File: src/hdl/flash_self_program_pkg.sv
package flash_self_program_pkg;
  // ****************************************
  // register map
  // ****************************************
  localparam logic [7:0] CTRL_OFFSET = 8'h00;
  localparam logic [7:0] STATUS_OFFSET = 8'h04;
  localparam logic [7:0] CTRL_RESET = 8'h00;
  localparam logic [7:0] LOCK_RESET = 8'hff;
  // ****************************************
  // control register fields
  // ****************************************
  localparam int IRQ_EN_BIT = 7;
  localparam int BUSY_BIT = 6;
  localparam int RSVD_BIT = 5;
  localparam int REENABLE_BIT = 4;
  localparam int LOCK_SET_BIT = 3;
  localparam int PAGE_WRITE_BIT = 2;
  localparam int PAGE_ERASE_BIT = 1;
  localparam int STORE_EN_BIT = 0;
  localparam logic [4:0] PAT_REENABLE = 5'h11;
  localparam logic [4:0] PAT_LOCK = 5'h09;
  localparam logic [4:0] PAT_WRITE = 5'h05;
  localparam logic [4:0] PAT_ERASE = 5'h03;
  localparam logic [4:0] PAT_LOAD = 5'h01;
  // ****************************************
  // pointer layout and sections
  // ****************************************
  localparam int WORD_LSB = 1;
  localparam int WORD_BITS = 6;
  localparam int PAGE_LSB = 7;
  localparam int PAGE_BITS = 7;
  localparam int PAGE_WORDS = 64;
  localparam logic [6:0] BLOCKING_FIRST_PAGE = 7'h70;
  localparam logic [15:0] APP_RESET_ADDR = 16'h0000;
  localparam logic [15:0] BOOT_RESET_ADDR = 16'h1c00;
  // ****************************************
  // timing
  // ****************************************
  localparam logic [2:0] STORE_WINDOW = 3'h4;
  localparam logic [2:0] LOAD_WINDOW = 3'h3;
  localparam logic [1:0] RESP_OKAY = 2'h0;
  localparam logic [1:0] RESP_SLVERR = 2'h2;
  typedef enum logic [1:0]
  {
    ST_IDLE = 2'b00,
    ST_ARMED = 2'b01,
    ST_BUSY = 2'b11
  } state_t;
endpackage : flash_self_program_pkg

File: src/hdl/flash_self_program_control.sv
`timescale 1ns/1ps
// Summary of operation
// - reset vector follows boot vector fuse
// - software never alters fuse values
// - ready irq while enabled, global, store clear
// - busy flag set on concurrent-section program
// - busy flag blocks concurrent-section reads
// - busy clears on re-enable or load
// - re-enable plus store enable arms window
// - re-enable ignored while programming busy
// - re-enable during loading discards buffer
// - lock store programs lock bits from data
// - lock-set bit clears on completion/timeout
// - load within three cycles reads lock/fuse
// - page write stores buffer, self-clears
// - page erase wipes page, self-clears
// - stall cpu for blocking-section programming
// - plain store fills buffer word
// - store enable open four cycles only
// - store enable stays set while busy
// - only five control patterns take effect
// - bit 5 reads zero, reset zero
// - pointer splits page/word, latched at start
// - load uses pointer bit 0 byte select
// - buffer cleared after write, re-enable, reset
module flash_self_program_control
(
  input wire logic aclk,
  input wire logic aresetn,
  input wire logic [7:0] s_axi_awaddr,
  input wire logic s_axi_awvalid,
  output logic s_axi_awready,
  input wire logic [31:0] s_axi_wdata,
  input wire logic [3:0] s_axi_wstrb,
  input wire logic s_axi_wvalid,
  output logic s_axi_wready,
  output logic [1:0] s_axi_bresp,
  output logic s_axi_bvalid,
  input wire logic s_axi_bready,
  input wire logic [7:0] s_axi_araddr,
  input wire logic s_axi_arvalid,
  output logic s_axi_arready,
  output logic [31:0] s_axi_rdata,
  output logic [1:0] s_axi_rresp,
  output logic s_axi_rvalid,
  input wire logic s_axi_rready,
  input wire logic store_req,
  input wire logic load_req,
  input wire logic [15:0] ptr,
  input wire logic [15:0] store_data_pair,
  input wire logic global_irq_enable,
  output logic load_special_valid,
  output logic [7:0] load_special_data,
  input wire logic flash_op_done,
  output logic flash_erase_start,
  output logic flash_write_start,
  output logic [6:0] flash_page,
  input wire logic [5:0] buf_rd_addr,
  output logic [15:0] buf_rd_data,
  input wire logic boot_vector_fuse,
  input wire logic [7:0] fuse_bits,
  output logic [15:0] reset_vector,
  output logic [7:0] lock_bits,
  output logic concurrent_section_busy,
  output logic cpu_stall,
  output logic ready_irq
);
  // ****************************************
  // declarations
  // ****************************************
  flash_self_program_pkg::state_t state_r;
  logic completion_irq_enable_r;
  logic [4:0] cmd_r;
  logic [2:0] arm_cnt_r;
  logic loading_r, op_write_r;
  logic [15:0] buf_r [flash_self_program_pkg::PAGE_WORDS];
  logic buf_clear, buf_we;
  logic [1:0] fuse_pin_r;
  logic [7:0] fuse_s1_r, fuse_s2_r;
  logic aw_got_r, w_got_r;
  logic [7:0] awaddr_r, wr_addr;
  logic [31:0] wdata_r, wr_data;
  logic [3:0] wstrb_r, wr_strb;
  logic aw_hs, w_hs, do_wr;
  logic aw_got_nxt, w_got_nxt, bvalid_nxt;
  logic ctrl_wr, cmd_valid, store_now, blocking_target;
  logic [4:0] new_cmd;
  logic [7:0] ctrl_view;

  // ****************************************
  // register bus write side
  // ****************************************
  assign aw_hs = s_axi_awvalid & s_axi_awready;
  assign w_hs = s_axi_wvalid & s_axi_wready;
  assign do_wr = (aw_got_r | aw_hs) & (w_got_r | w_hs);
  assign wr_addr = aw_hs ? s_axi_awaddr : awaddr_r;
  assign wr_data = w_hs ? s_axi_wdata : wdata_r;
  assign wr_strb = w_hs ? s_axi_wstrb : wstrb_r;
  assign aw_got_nxt = (aw_got_r | aw_hs) & ~do_wr;
  assign w_got_nxt = (w_got_r | w_hs) & ~do_wr;
  assign bvalid_nxt = do_wr | (s_axi_bvalid & ~s_axi_bready);

  always_ff @(posedge aclk)
  begin
    if (!aresetn)
    begin
      aw_got_r <= 1'b0;
      w_got_r <= 1'b0;
      awaddr_r <= 8'h00;
      wdata_r <= 32'h0000_0000;
      wstrb_r <= 4'h0;
      s_axi_awready <= 1'b0;
      s_axi_wready <= 1'b0;
      s_axi_bvalid <= 1'b0;
      s_axi_bresp <= flash_self_program_pkg::RESP_OKAY;
    end
    else
    begin
      aw_got_r <= aw_got_nxt;
      w_got_r <= w_got_nxt;
      if (aw_hs)
        awaddr_r <= s_axi_awaddr;
      if (w_hs)
      begin
        wdata_r <= s_axi_wdata;
        wstrb_r <= s_axi_wstrb;
      end
      // one write at a time: ready drops while the response is pending
      s_axi_awready <= ~aw_got_nxt & ~bvalid_nxt;
      s_axi_wready <= ~w_got_nxt & ~bvalid_nxt;
      s_axi_bvalid <= bvalid_nxt;
      if (do_wr)
      begin
        if (wr_addr == flash_self_program_pkg::CTRL_OFFSET)
          s_axi_bresp <= flash_self_program_pkg::RESP_OKAY;
        else if (wr_addr == flash_self_program_pkg::STATUS_OFFSET)
          s_axi_bresp <= flash_self_program_pkg::RESP_OKAY;
        else
          s_axi_bresp <= flash_self_program_pkg::RESP_SLVERR;
      end
    end
  end

  // ****************************************
  // register bus read side
  // ****************************************
  assign ctrl_view = {completion_irq_enable_r, concurrent_section_busy, 1'b0, cmd_r};

  always_ff @(posedge aclk)
  begin
    if (!aresetn)
    begin
      s_axi_arready <= 1'b0;
      s_axi_rvalid <= 1'b0;
      s_axi_rdata <= 32'h0000_0000;
      s_axi_rresp <= flash_self_program_pkg::RESP_OKAY;
    end
    else if (s_axi_arvalid && s_axi_arready)
    begin
      s_axi_arready <= 1'b0;
      s_axi_rvalid <= 1'b1;
      if (s_axi_araddr == flash_self_program_pkg::CTRL_OFFSET)
      begin
        s_axi_rdata <= {24'h000000, ctrl_view};
        s_axi_rresp <= flash_self_program_pkg::RESP_OKAY;
      end
      else if (s_axi_araddr == flash_self_program_pkg::STATUS_OFFSET)
      begin
        s_axi_rdata <= {reset_vector, fuse_s2_r, lock_bits};
        s_axi_rresp <= flash_self_program_pkg::RESP_OKAY;
      end
      else
      begin
        s_axi_rdata <= 32'h0000_0000;
        s_axi_rresp <= flash_self_program_pkg::RESP_SLVERR;
      end
    end
    else if (s_axi_rvalid)
    begin
      if (s_axi_rready)
      begin
        s_axi_rvalid <= 1'b0;
        s_axi_arready <= 1'b1;
      end
    end
    else
      s_axi_arready <= 1'b1;
  end

  // ****************************************
  // command decode
  // ****************************************
  assign ctrl_wr = do_wr && wr_addr == flash_self_program_pkg::CTRL_OFFSET && wr_strb[0];
  assign new_cmd = wr_data[4:0];
  assign cmd_valid = new_cmd == flash_self_program_pkg::PAT_REENABLE
                  || new_cmd == flash_self_program_pkg::PAT_LOCK
                  || new_cmd == flash_self_program_pkg::PAT_WRITE
                  || new_cmd == flash_self_program_pkg::PAT_ERASE
                  || new_cmd == flash_self_program_pkg::PAT_LOAD;
  assign store_now = state_r == flash_self_program_pkg::ST_ARMED && store_req;
  assign blocking_target = ptr[13:7] >= flash_self_program_pkg::BLOCKING_FIRST_PAGE;

  // ****************************************
  // sequencer
  // ****************************************
  always_ff @(posedge aclk)
  begin
    if (!aresetn)
    begin
      state_r <= flash_self_program_pkg::ST_IDLE;
      completion_irq_enable_r <= flash_self_program_pkg::CTRL_RESET[7];
      cmd_r <= flash_self_program_pkg::CTRL_RESET[4:0];
      arm_cnt_r <= 3'h0;
      op_write_r <= 1'b0;
      flash_page <= 7'h00;
      flash_erase_start <= 1'b0;
      flash_write_start <= 1'b0;
      lock_bits <= flash_self_program_pkg::LOCK_RESET;
    end
    else
    begin
      flash_erase_start <= 1'b0;
      flash_write_start <= 1'b0;
      if (ctrl_wr)
        completion_irq_enable_r <= wr_data[flash_self_program_pkg::IRQ_EN_BIT];
      case (state_r)
        flash_self_program_pkg::ST_IDLE,
        flash_self_program_pkg::ST_ARMED:
        begin
          if (store_now)
          begin
            // the page is latched here so the pointer is free afterwards
            if (cmd_r == flash_self_program_pkg::PAT_ERASE || cmd_r == flash_self_program_pkg::PAT_WRITE)
            begin
              flash_page <= ptr[13:7];
              op_write_r <= cmd_r == flash_self_program_pkg::PAT_WRITE;
              flash_write_start <= cmd_r == flash_self_program_pkg::PAT_WRITE;
              flash_erase_start <= cmd_r == flash_self_program_pkg::PAT_ERASE;
              state_r <= flash_self_program_pkg::ST_BUSY;
            end
            else
            begin
              if (cmd_r == flash_self_program_pkg::PAT_LOCK)
                lock_bits <= lock_bits & store_data_pair[7:0];
              cmd_r <= 5'h00;
              state_r <= flash_self_program_pkg::ST_IDLE;
            end
          end
          else if (ctrl_wr && cmd_valid)
          begin
            cmd_r <= new_cmd;
            arm_cnt_r <= 3'h0;
            state_r <= flash_self_program_pkg::ST_ARMED;
          end
          else if (state_r == flash_self_program_pkg::ST_ARMED)
          begin
            // window closes after four idle cycles
            if (arm_cnt_r == flash_self_program_pkg::STORE_WINDOW - 3'h1)
            begin
              cmd_r <= 5'h00;
              state_r <= flash_self_program_pkg::ST_IDLE;
            end
            else
              arm_cnt_r <= arm_cnt_r + 3'h1;
          end
        end
        flash_self_program_pkg::ST_BUSY:
        begin
          // control writes other than the irq enable are dropped here
          if (flash_op_done)
          begin
            cmd_r <= 5'h00;
            state_r <= flash_self_program_pkg::ST_IDLE;
          end
        end
        default:
          state_r <= flash_self_program_pkg::ST_IDLE;
      endcase
    end
  end

  // ****************************************
  // section busy, stall and ready request
  // ****************************************
  always_ff @(posedge aclk)
  begin
    if (!aresetn)
    begin
      concurrent_section_busy <= 1'b0;
      cpu_stall <= 1'b0;
      ready_irq <= 1'b0;
    end
    else
    begin
      // the block output gates every fetch and read of the concurrent section
      if (store_now && (cmd_r == flash_self_program_pkg::PAT_ERASE || cmd_r == flash_self_program_pkg::PAT_WRITE))
      begin
        if (!blocking_target)
          concurrent_section_busy <= 1'b1;
      end
      else if (store_now && (cmd_r == flash_self_program_pkg::PAT_REENABLE || cmd_r == flash_self_program_pkg::PAT_LOAD))
        concurrent_section_busy <= 1'b0;
      if (store_now && blocking_target
          && (cmd_r == flash_self_program_pkg::PAT_ERASE || cmd_r == flash_self_program_pkg::PAT_WRITE))
        cpu_stall <= 1'b1;
      else if (state_r == flash_self_program_pkg::ST_BUSY && flash_op_done)
        cpu_stall <= 1'b0;
      ready_irq <= completion_irq_enable_r & global_irq_enable & ~cmd_r[0];
    end
  end

  // ****************************************
  // temporary page buffer
  // ****************************************
  assign buf_we = store_now && cmd_r == flash_self_program_pkg::PAT_LOAD;
  // clearing by re-enable happens at once if a load is under way, else at its store
  assign buf_clear = (store_now && cmd_r == flash_self_program_pkg::PAT_REENABLE)
                  || (ctrl_wr && new_cmd == flash_self_program_pkg::PAT_REENABLE && loading_r
                      && state_r != flash_self_program_pkg::ST_BUSY)
                  || (state_r == flash_self_program_pkg::ST_BUSY && flash_op_done && op_write_r);

  always_ff @(posedge aclk)
  begin
    if (!aresetn)
      loading_r <= 1'b0;
    else if (buf_clear)
      loading_r <= 1'b0;
    else if (buf_we)
      loading_r <= 1'b1;
  end

  // one entry per word; reset clears them all
  for (genvar i = 0; i < flash_self_program_pkg::PAGE_WORDS; i++)
  begin : g_buf
    always_ff @(posedge aclk)
    begin
      if (!aresetn || buf_clear)
        buf_r[i] <= 16'hffff;
      else if (buf_we && ptr[6:1] == 6'(i))
        buf_r[i] <= store_data_pair;
    end
  end

  always_ff @(posedge aclk)
  begin
    if (!aresetn)
      buf_rd_data <= 16'h0000;
    else
      buf_rd_data <= buf_r[buf_rd_addr];
  end

  // ****************************************
  // lock and fuse readback
  // ****************************************
  always_ff @(posedge aclk)
  begin
    if (!aresetn)
    begin
      load_special_valid <= 1'b0;
      load_special_data <= 8'h00;
    end
    else
    begin
      load_special_valid <= 1'b0;
      if (load_req && state_r == flash_self_program_pkg::ST_ARMED
          && cmd_r == flash_self_program_pkg::PAT_LOCK
          && arm_cnt_r < flash_self_program_pkg::LOAD_WINDOW)
      begin
        load_special_valid <= 1'b1;
        load_special_data <= ptr[0] ? lock_bits : fuse_s2_r;
      end
    end
  end

  // ****************************************
  // fuses and reset vector
  // ****************************************
  // fuses are inputs only; the bus reads them through status but no bus path writes them
  always_ff @(posedge aclk)
  begin
    if (!aresetn)
    begin
      fuse_pin_r <= 2'h3;
      fuse_s1_r <= 8'hff;
      fuse_s2_r <= 8'hff;
      reset_vector <= flash_self_program_pkg::APP_RESET_ADDR;
    end
    else
    begin
      fuse_pin_r <= {fuse_pin_r[0], boot_vector_fuse};
      fuse_s1_r <= fuse_bits;
      fuse_s2_r <= fuse_s1_r;
      reset_vector <= fuse_pin_r[1] ? flash_self_program_pkg::APP_RESET_ADDR
                                    : flash_self_program_pkg::BOOT_RESET_ADDR;
    end
  end

endmodule : flash_self_program_control

File: config.mk
export PLATFORM = sky130hd
export DESIGN_NAME = flash_self_program_control
export DESIGN_NICKNAME = d
export VERILOG_FILES = /design/src/hdl/flash_self_program_pkg.sv /design/src/hdl/flash_self_program_control.sv
export SDC_FILE = /design/constraint.sdc
export NUM_CORES = 2
export LEC_CHECK = 0
export BUFFER_PORTS_ARGS = -buffer_cell sky130_fd_sc_hd__buf_2
export CAP_MARGIN = 0
export CORE_MARGIN = 2
export CORE_UTILIZATION = 50
export DETAILED_ROUTE_END_ITERATION = 12
export GPL_TIMING_DRIVEN = 0
export HOLD_SLACK_MARGIN = 0.05
export PLACE_DENSITY = 0.78
export REMOVE_ABC_BUFFERS = 1
export SYNTH_ARGS = -nofsm -noshare
export SYNTH_HDL_FRONTEND = slang
export SYNTH_SLANG_ARGS = --single-unit
File: constraint.sdc
create_clock -name aclk -period 5.6 [get_ports aclk]
set_input_delay 1.12 -clock aclk [delete_from_list [all_inputs] [get_ports aclk]]
set_output_delay 1.12 -clock aclk [all_outputs]
set_load 0.005 [all_outputs]
**Word level (Yosys, flattened, before mapping)**

Memories as Yosys holds them, arrays and structs flattened. A register that Yosys moved wholly into a read port is not among the register bits.
Index checks and enable logic that the tools add are counted.

- Reductions and logical operators: 112
- Multiplexer cells: 297
- Equal/unequal tests: 86
- Add/sub/neg operators: 1
- $lt $le $gt $ge: 2
- Bitwise logic cells: 87

Operator list:

| cell | number |
|---|---|
| $mux 16 | 64 |
| $mux 1 | 206 |
| $eq 6x6->1 const B | 32 |
| $eq 6x5->1 const B | 16 |
| $logic_and 1x1->1 | 83 |
| $or 1x1->1 | 67 |
| $mux 32 | 2 |
| $eq 6x4->1 const B | 8 |
| $mux 5 | 6 |
| $eq 6x3->1 const B | 4 |
| $mux 8 | 3 |
| $mux 2 | 10 |
| $eq 8x3->1 const B | 2 |
| $logic_not 8->1 | 2 |
| $mux 13 | 1 |
| $eq 6x2->1 const B | 2 |
| $reduce_and 4->1 | 3 |
| $and 1x1->1 | 10 |
| $eq 5x1->1 const B | 2 |
| $eq 5x2->1 const B | 2 |
| $eq 5x3->1 const B | 2 |
| $eq 5x4->1 const B | 2 |
| $eq 5x5->1 const B | 2 |
| $pmux 5 s2 | 1 |
| other kinds (24) | 53 |

- Word-level logic and storage cells: 619
- Bits in writable memories: 1024
- Input bits: 110
- Register bits: 136
- Output and inout bits: 102
- Memories: 1

Memories:

| memory | words | bits a word | read ports | clocked after Yosys merged registers in | write ports | line | text |
|---|---|---|---|---|---|---|---|
| buf_r | 64 | 16 | 1 | 1 | 64 | flash_self_program_control.sv:76 | `logic [15:0] buf_r [flash_self_program_pkg::PAGE_WORDS];` |

**Logic depth before layout (Yosys ltp)**

- Depth after elaboration: 14
- Mapped depth: 11
- Depth with buffers taken out: 7

**Worst setup path before layout**

No wires, ideal clock.

- Path kind: input to register
- Start point: input port s_axi_awvalid
- End point: memory buf_r[36][0], enable pin
- Setup time: 0.411 ns
- Buffers on the path: 3
- Arrival: 3.039 ns
- Setup slack: 2.150 ns
- Stages: 8
- Data required time: 5.189 ns
- Cell sequence: and2_1 > clkbuf_1 > nand3_1 > a21o_1 > o31a_1 > clkbuf_1 > clkbuf_1 > o21ai_0

RTL lines:

| element | line | text |
|---|---|---|
| start: declaration | flash_self_program_control.sv:31 | `input wire logic s_axi_awvalid,` |
| end: declaration | flash_self_program_control.sv:76 |  |

==> results.md <==
* Storage element area at 0.03311 sq mm
* Share of the synthesized area in the top cell type at 62.98%
* Number of fill cells in the layout at 7082
* Fin Hold WS at 0.4023 ns
* Max H-tree Level at 3
* Clock slew at reported path FFs at 0.06 ns
* Max cap viols at 0
* Die outline width at 316.5 um
* Remaining DRCs at 0
* Max Slew Vio Count at 0
* Reg2Reg Setup Slack at 1.35 ns
* Critical Path Sink: buf_rd_data[1]
* Ports at 212
* Dpl ws at -0.8022 ns
* Cell Area, Placed at 0.05218 sq mm
* Clock skew at 0.05658 ns
* Status: finished, final reports clean
* Commonest cells in the netlist: nand2_1, edfxtp_1, mux4_2
* Routed length on met2 at 65330 um
* Routed length per instance at 29.00 um
* WS Path Type: in2reg
* Least-Margin Pin Slew at 1.362 ns
* Fmax at 0.1938 GHz
* CTS tree: yes
* Number of port buffers at 152
* Yosys top cell by area: edfxtp_1
* Synth area leaders: edfxtp_1, mux4_2, nand2_1
* Critical Path RT at 6.09 ns
* Worst setup margin at 0.4392 ns
* Detailed-route via count at 32560
* CP Launch Point: buf_rd_addr[4]
* Initial antenna violation count at 13
* Worst slew margin at 8.845%
* Cell area after layout at 0.05562 sq mm
* Utilization after layout at 57.52%
* Synth warnings at 0
* Pwr Density at 313.3 mW/mm^2
* Post-CTS Setup Bufs at 0
* Register area share after synthesis at 67.82%
* ANT nets after route at 0
* Post-synth top flop: edfxtp_1
* Most common cell in the netlist: nand2_1
* Reg2reg path depth at 8
* Peak VDD IR at 0.2525 mV
* Core Box Area at 0.09671 sq mm
* Syn Std Cell Area at 0.04882 sq mm
* Site row count at 114
* DR WL met3 at 22050 um
* Final WL at 146500 um
* Area grow syn2layout at 13.93%
* Crit path capture type: flip-flop
* RSZ-0062 raised after global routing: no
* Total leakage power at 0.01443 uW
* Drt first-iter violations at 5680
* Min Tclk post-route at 5.161 ns
* Post-synth EDFFs at 1024
* Worst reg2reg endpoint: buf_r[6][8]
* WP data arrival at 5.65 ns
* Total CTS buffers at 108
* Root Buffer Master: clkbuf_16
* Distinct cells, synth at 70
* Multi-input gate area at 0.01455 sq mm
* Min-Delay Path Class: reg2reg
* Clk_lat worst skew at 0.73 ns
* Clk sink count at 1142
* Crit-path max FO at 30
* Vias in the first global route at 32500
* Synthesized flop and latch total at 1142
* Cells after synthesis at 3599
* Final nets at 3785
* Die Y at 316.5 um
* Met1 wire length at 47810 um
* Hpwl dp at 93290 um
* Via density at 6.446
* # setup viols final at 0
* Die area at 0.1002 sq mm
* First-pass GRT wire length at 211900 um
* Clock tree buffer depth at 3
* GPL Wtd Cong at 0.9108
* GRT overflow at 0
* Final Hold Fails at 0
* Share of flip-flops with an asynchronous set or reset at 0%
* Reg-to-Reg Start: state_r[0]
* Initial Utilization at 50.49%
* CP Launch Type: input port
* Synth Area per Inst at 13.57 sq um
* Largest net degree at the start of global routing at 104
* Top Layer Used: met5
* GRT Resource Usage Total at 29.24%
* Fin crit share at 92.16%
* Share of cells above drive strength 1 at 19.45%
* TritonRoute pass-1 iters at 6
## power breakdown
part	internal (uW)	total, uW	switching, uW
Clock	3910	7160	3250
Combinational	261	988	727
Sequential	9270	9280	12.9
Total	13400	17400	3990
## metrics by stage
step / power [uW] / TNS [ns] / std cells
final: 17430 / 0 / 5051
after global routing: 17730 / 0 / 5041
after CTS: 17360 / 0 / 5038
after detailed placement: 10410 / -7.204 / 4837
after global placement: 10350 / -1494.84 / 4724
after floorplan: 9837 / 0 / 3296
## final cells by class
class | count | area share, %
flip-flops and latches | 1142 | 59.53
multi-input cells | 2146 | 26.16
clock inverters | 64 | 0.9942
clock buffers | 137 | 5.093
inverters | 8 | 0.05848
diodes | 11 | 0.04949
well taps | 1276 | 2.870
repair buffers | 267 | 5.252
## placed cells by master (no fill, tap or decap), types with 8 or more instances in the layout
| cell | Yosys | routed |
|---|---|---|
| nand2_1 | 1091 | 1089 |
| edfxtp_1 | 1024 | 1024 |
| mux4_2 | 199 | 199 |
| nor2_1 | 153 | 150 |
| buf_2 | 137 | 150 |
| mux2i_1 | 143 | 143 |
| dfxtp_1 | 118 | 118 |
| clkbuf_16 | 0 | 109 |
| o21ai_2 | 0 | 64 |
| buf_8 | 0 | 61 |
| a22oi_1 | 53 | 53 |
| o22ai_1 | 50 | 50 |
| o21ai_0 | 105 | 41 |
| a21oi_1 | 38 | 38 |
| nor3_1 | 34 | 34 |
| conb_1 | 1 | 28 |
| clkbuf_1 | 132 | 28 |
| clkinv_1 | 1 | 26 |
| buf_12 | 0 | 26 |
| nand2b_1 | 30 | 25 |
| buf_16 | 0 | 25 |
| nand4_1 | 18 | 18 |
| clkinv_2 | 0 | 18 |
| nand3_1 | 17 | 17 |
| nor2_4 | 3 | 16 |
| or3_1 | 16 | 16 |
| and2_1 | 12 | 12 |
| or2_2 | 12 | 12 |
| a22o_1 | 12 | 12 |
| diode_2 | 0 | 11 |
| a211oi_1 | 10 | 10 |
| nor2b_1 | 9 | 9 |
| o22a_1 | 8 | 8 |
## sequential cells by signal, summed over array words and instances (netlist names), 2 cells and up
name and count:
arm_cnt_r 3, s_axi_rdata 17, load_special_data 8, lock_bits 8
buf_r 1024, flash_page 7, buf_rd_data 16, state_r 2
fuse_pin_r 2, wdata_r 6, cmd_r 5, fuse_s1_r 8
awaddr_r 8, fuse_s2_r 8
## worst min-delay path by stage
stage / depth (start not counted) / start / slack [ns] / end
global placement: 1 / fuse_pin_r[1] / 0.38 / reset_vector[11]
floorplan: 1 / fuse_pin_r[1] / 0.36 / reset_vector[11]
CTS: 1 / fuse_pin_r[1] / 0.40 / reset_vector[11]
global route: 1 / fuse_s1_r[4] / 0.43 / fuse_s2_r[4]
detailed placement: 1 / fuse_pin_r[1] / 0.39 / reset_vector[11]
finish: 1 / fuse_pin_r[1] / 0.40 / reset_vector[11]
## worst max-delay path, cell delays in order
cell and delay, ns:
buf_2 0.81, inv_1 0.92, nand2b_2 0.95, o22ai_1 0.22
nor2_1 0.75, o211ai_1 0.45, o311ai_0 0.39
## cell families after synthesis
logic type / count (synthesis) / synth area share, %
AO/OA/AOI/OAI: 330 / 4.408
XOR/XNOR: 1 / 0.01794
adder cells (fa/ha/maj): 2 / 0.05124
buffers and inverters: 338 / 3.365
flip-flops: 1142 / 67.82
multiplexers: 347 / 12.23
other: 1 / 0.007681
AND/OR/NAND/NOR: 1438 / 12.11
## layer usage
layer	vias up	global-route usage [%]
met5	-	0.6155
met4	20	18.07
met3	723	10.78
met2	2768	44.31
met1	15790	35.69
li1	13260	-
## timing repair
action                                  4_1_cts  5_1_grt
cloned                                        0        0
hold buffers                                  0        0
pin swaps                                     0        0
endpoints found under the setup margin        4        1
gates resized for setup                       1        1
(Power assumes the default switching activity.)
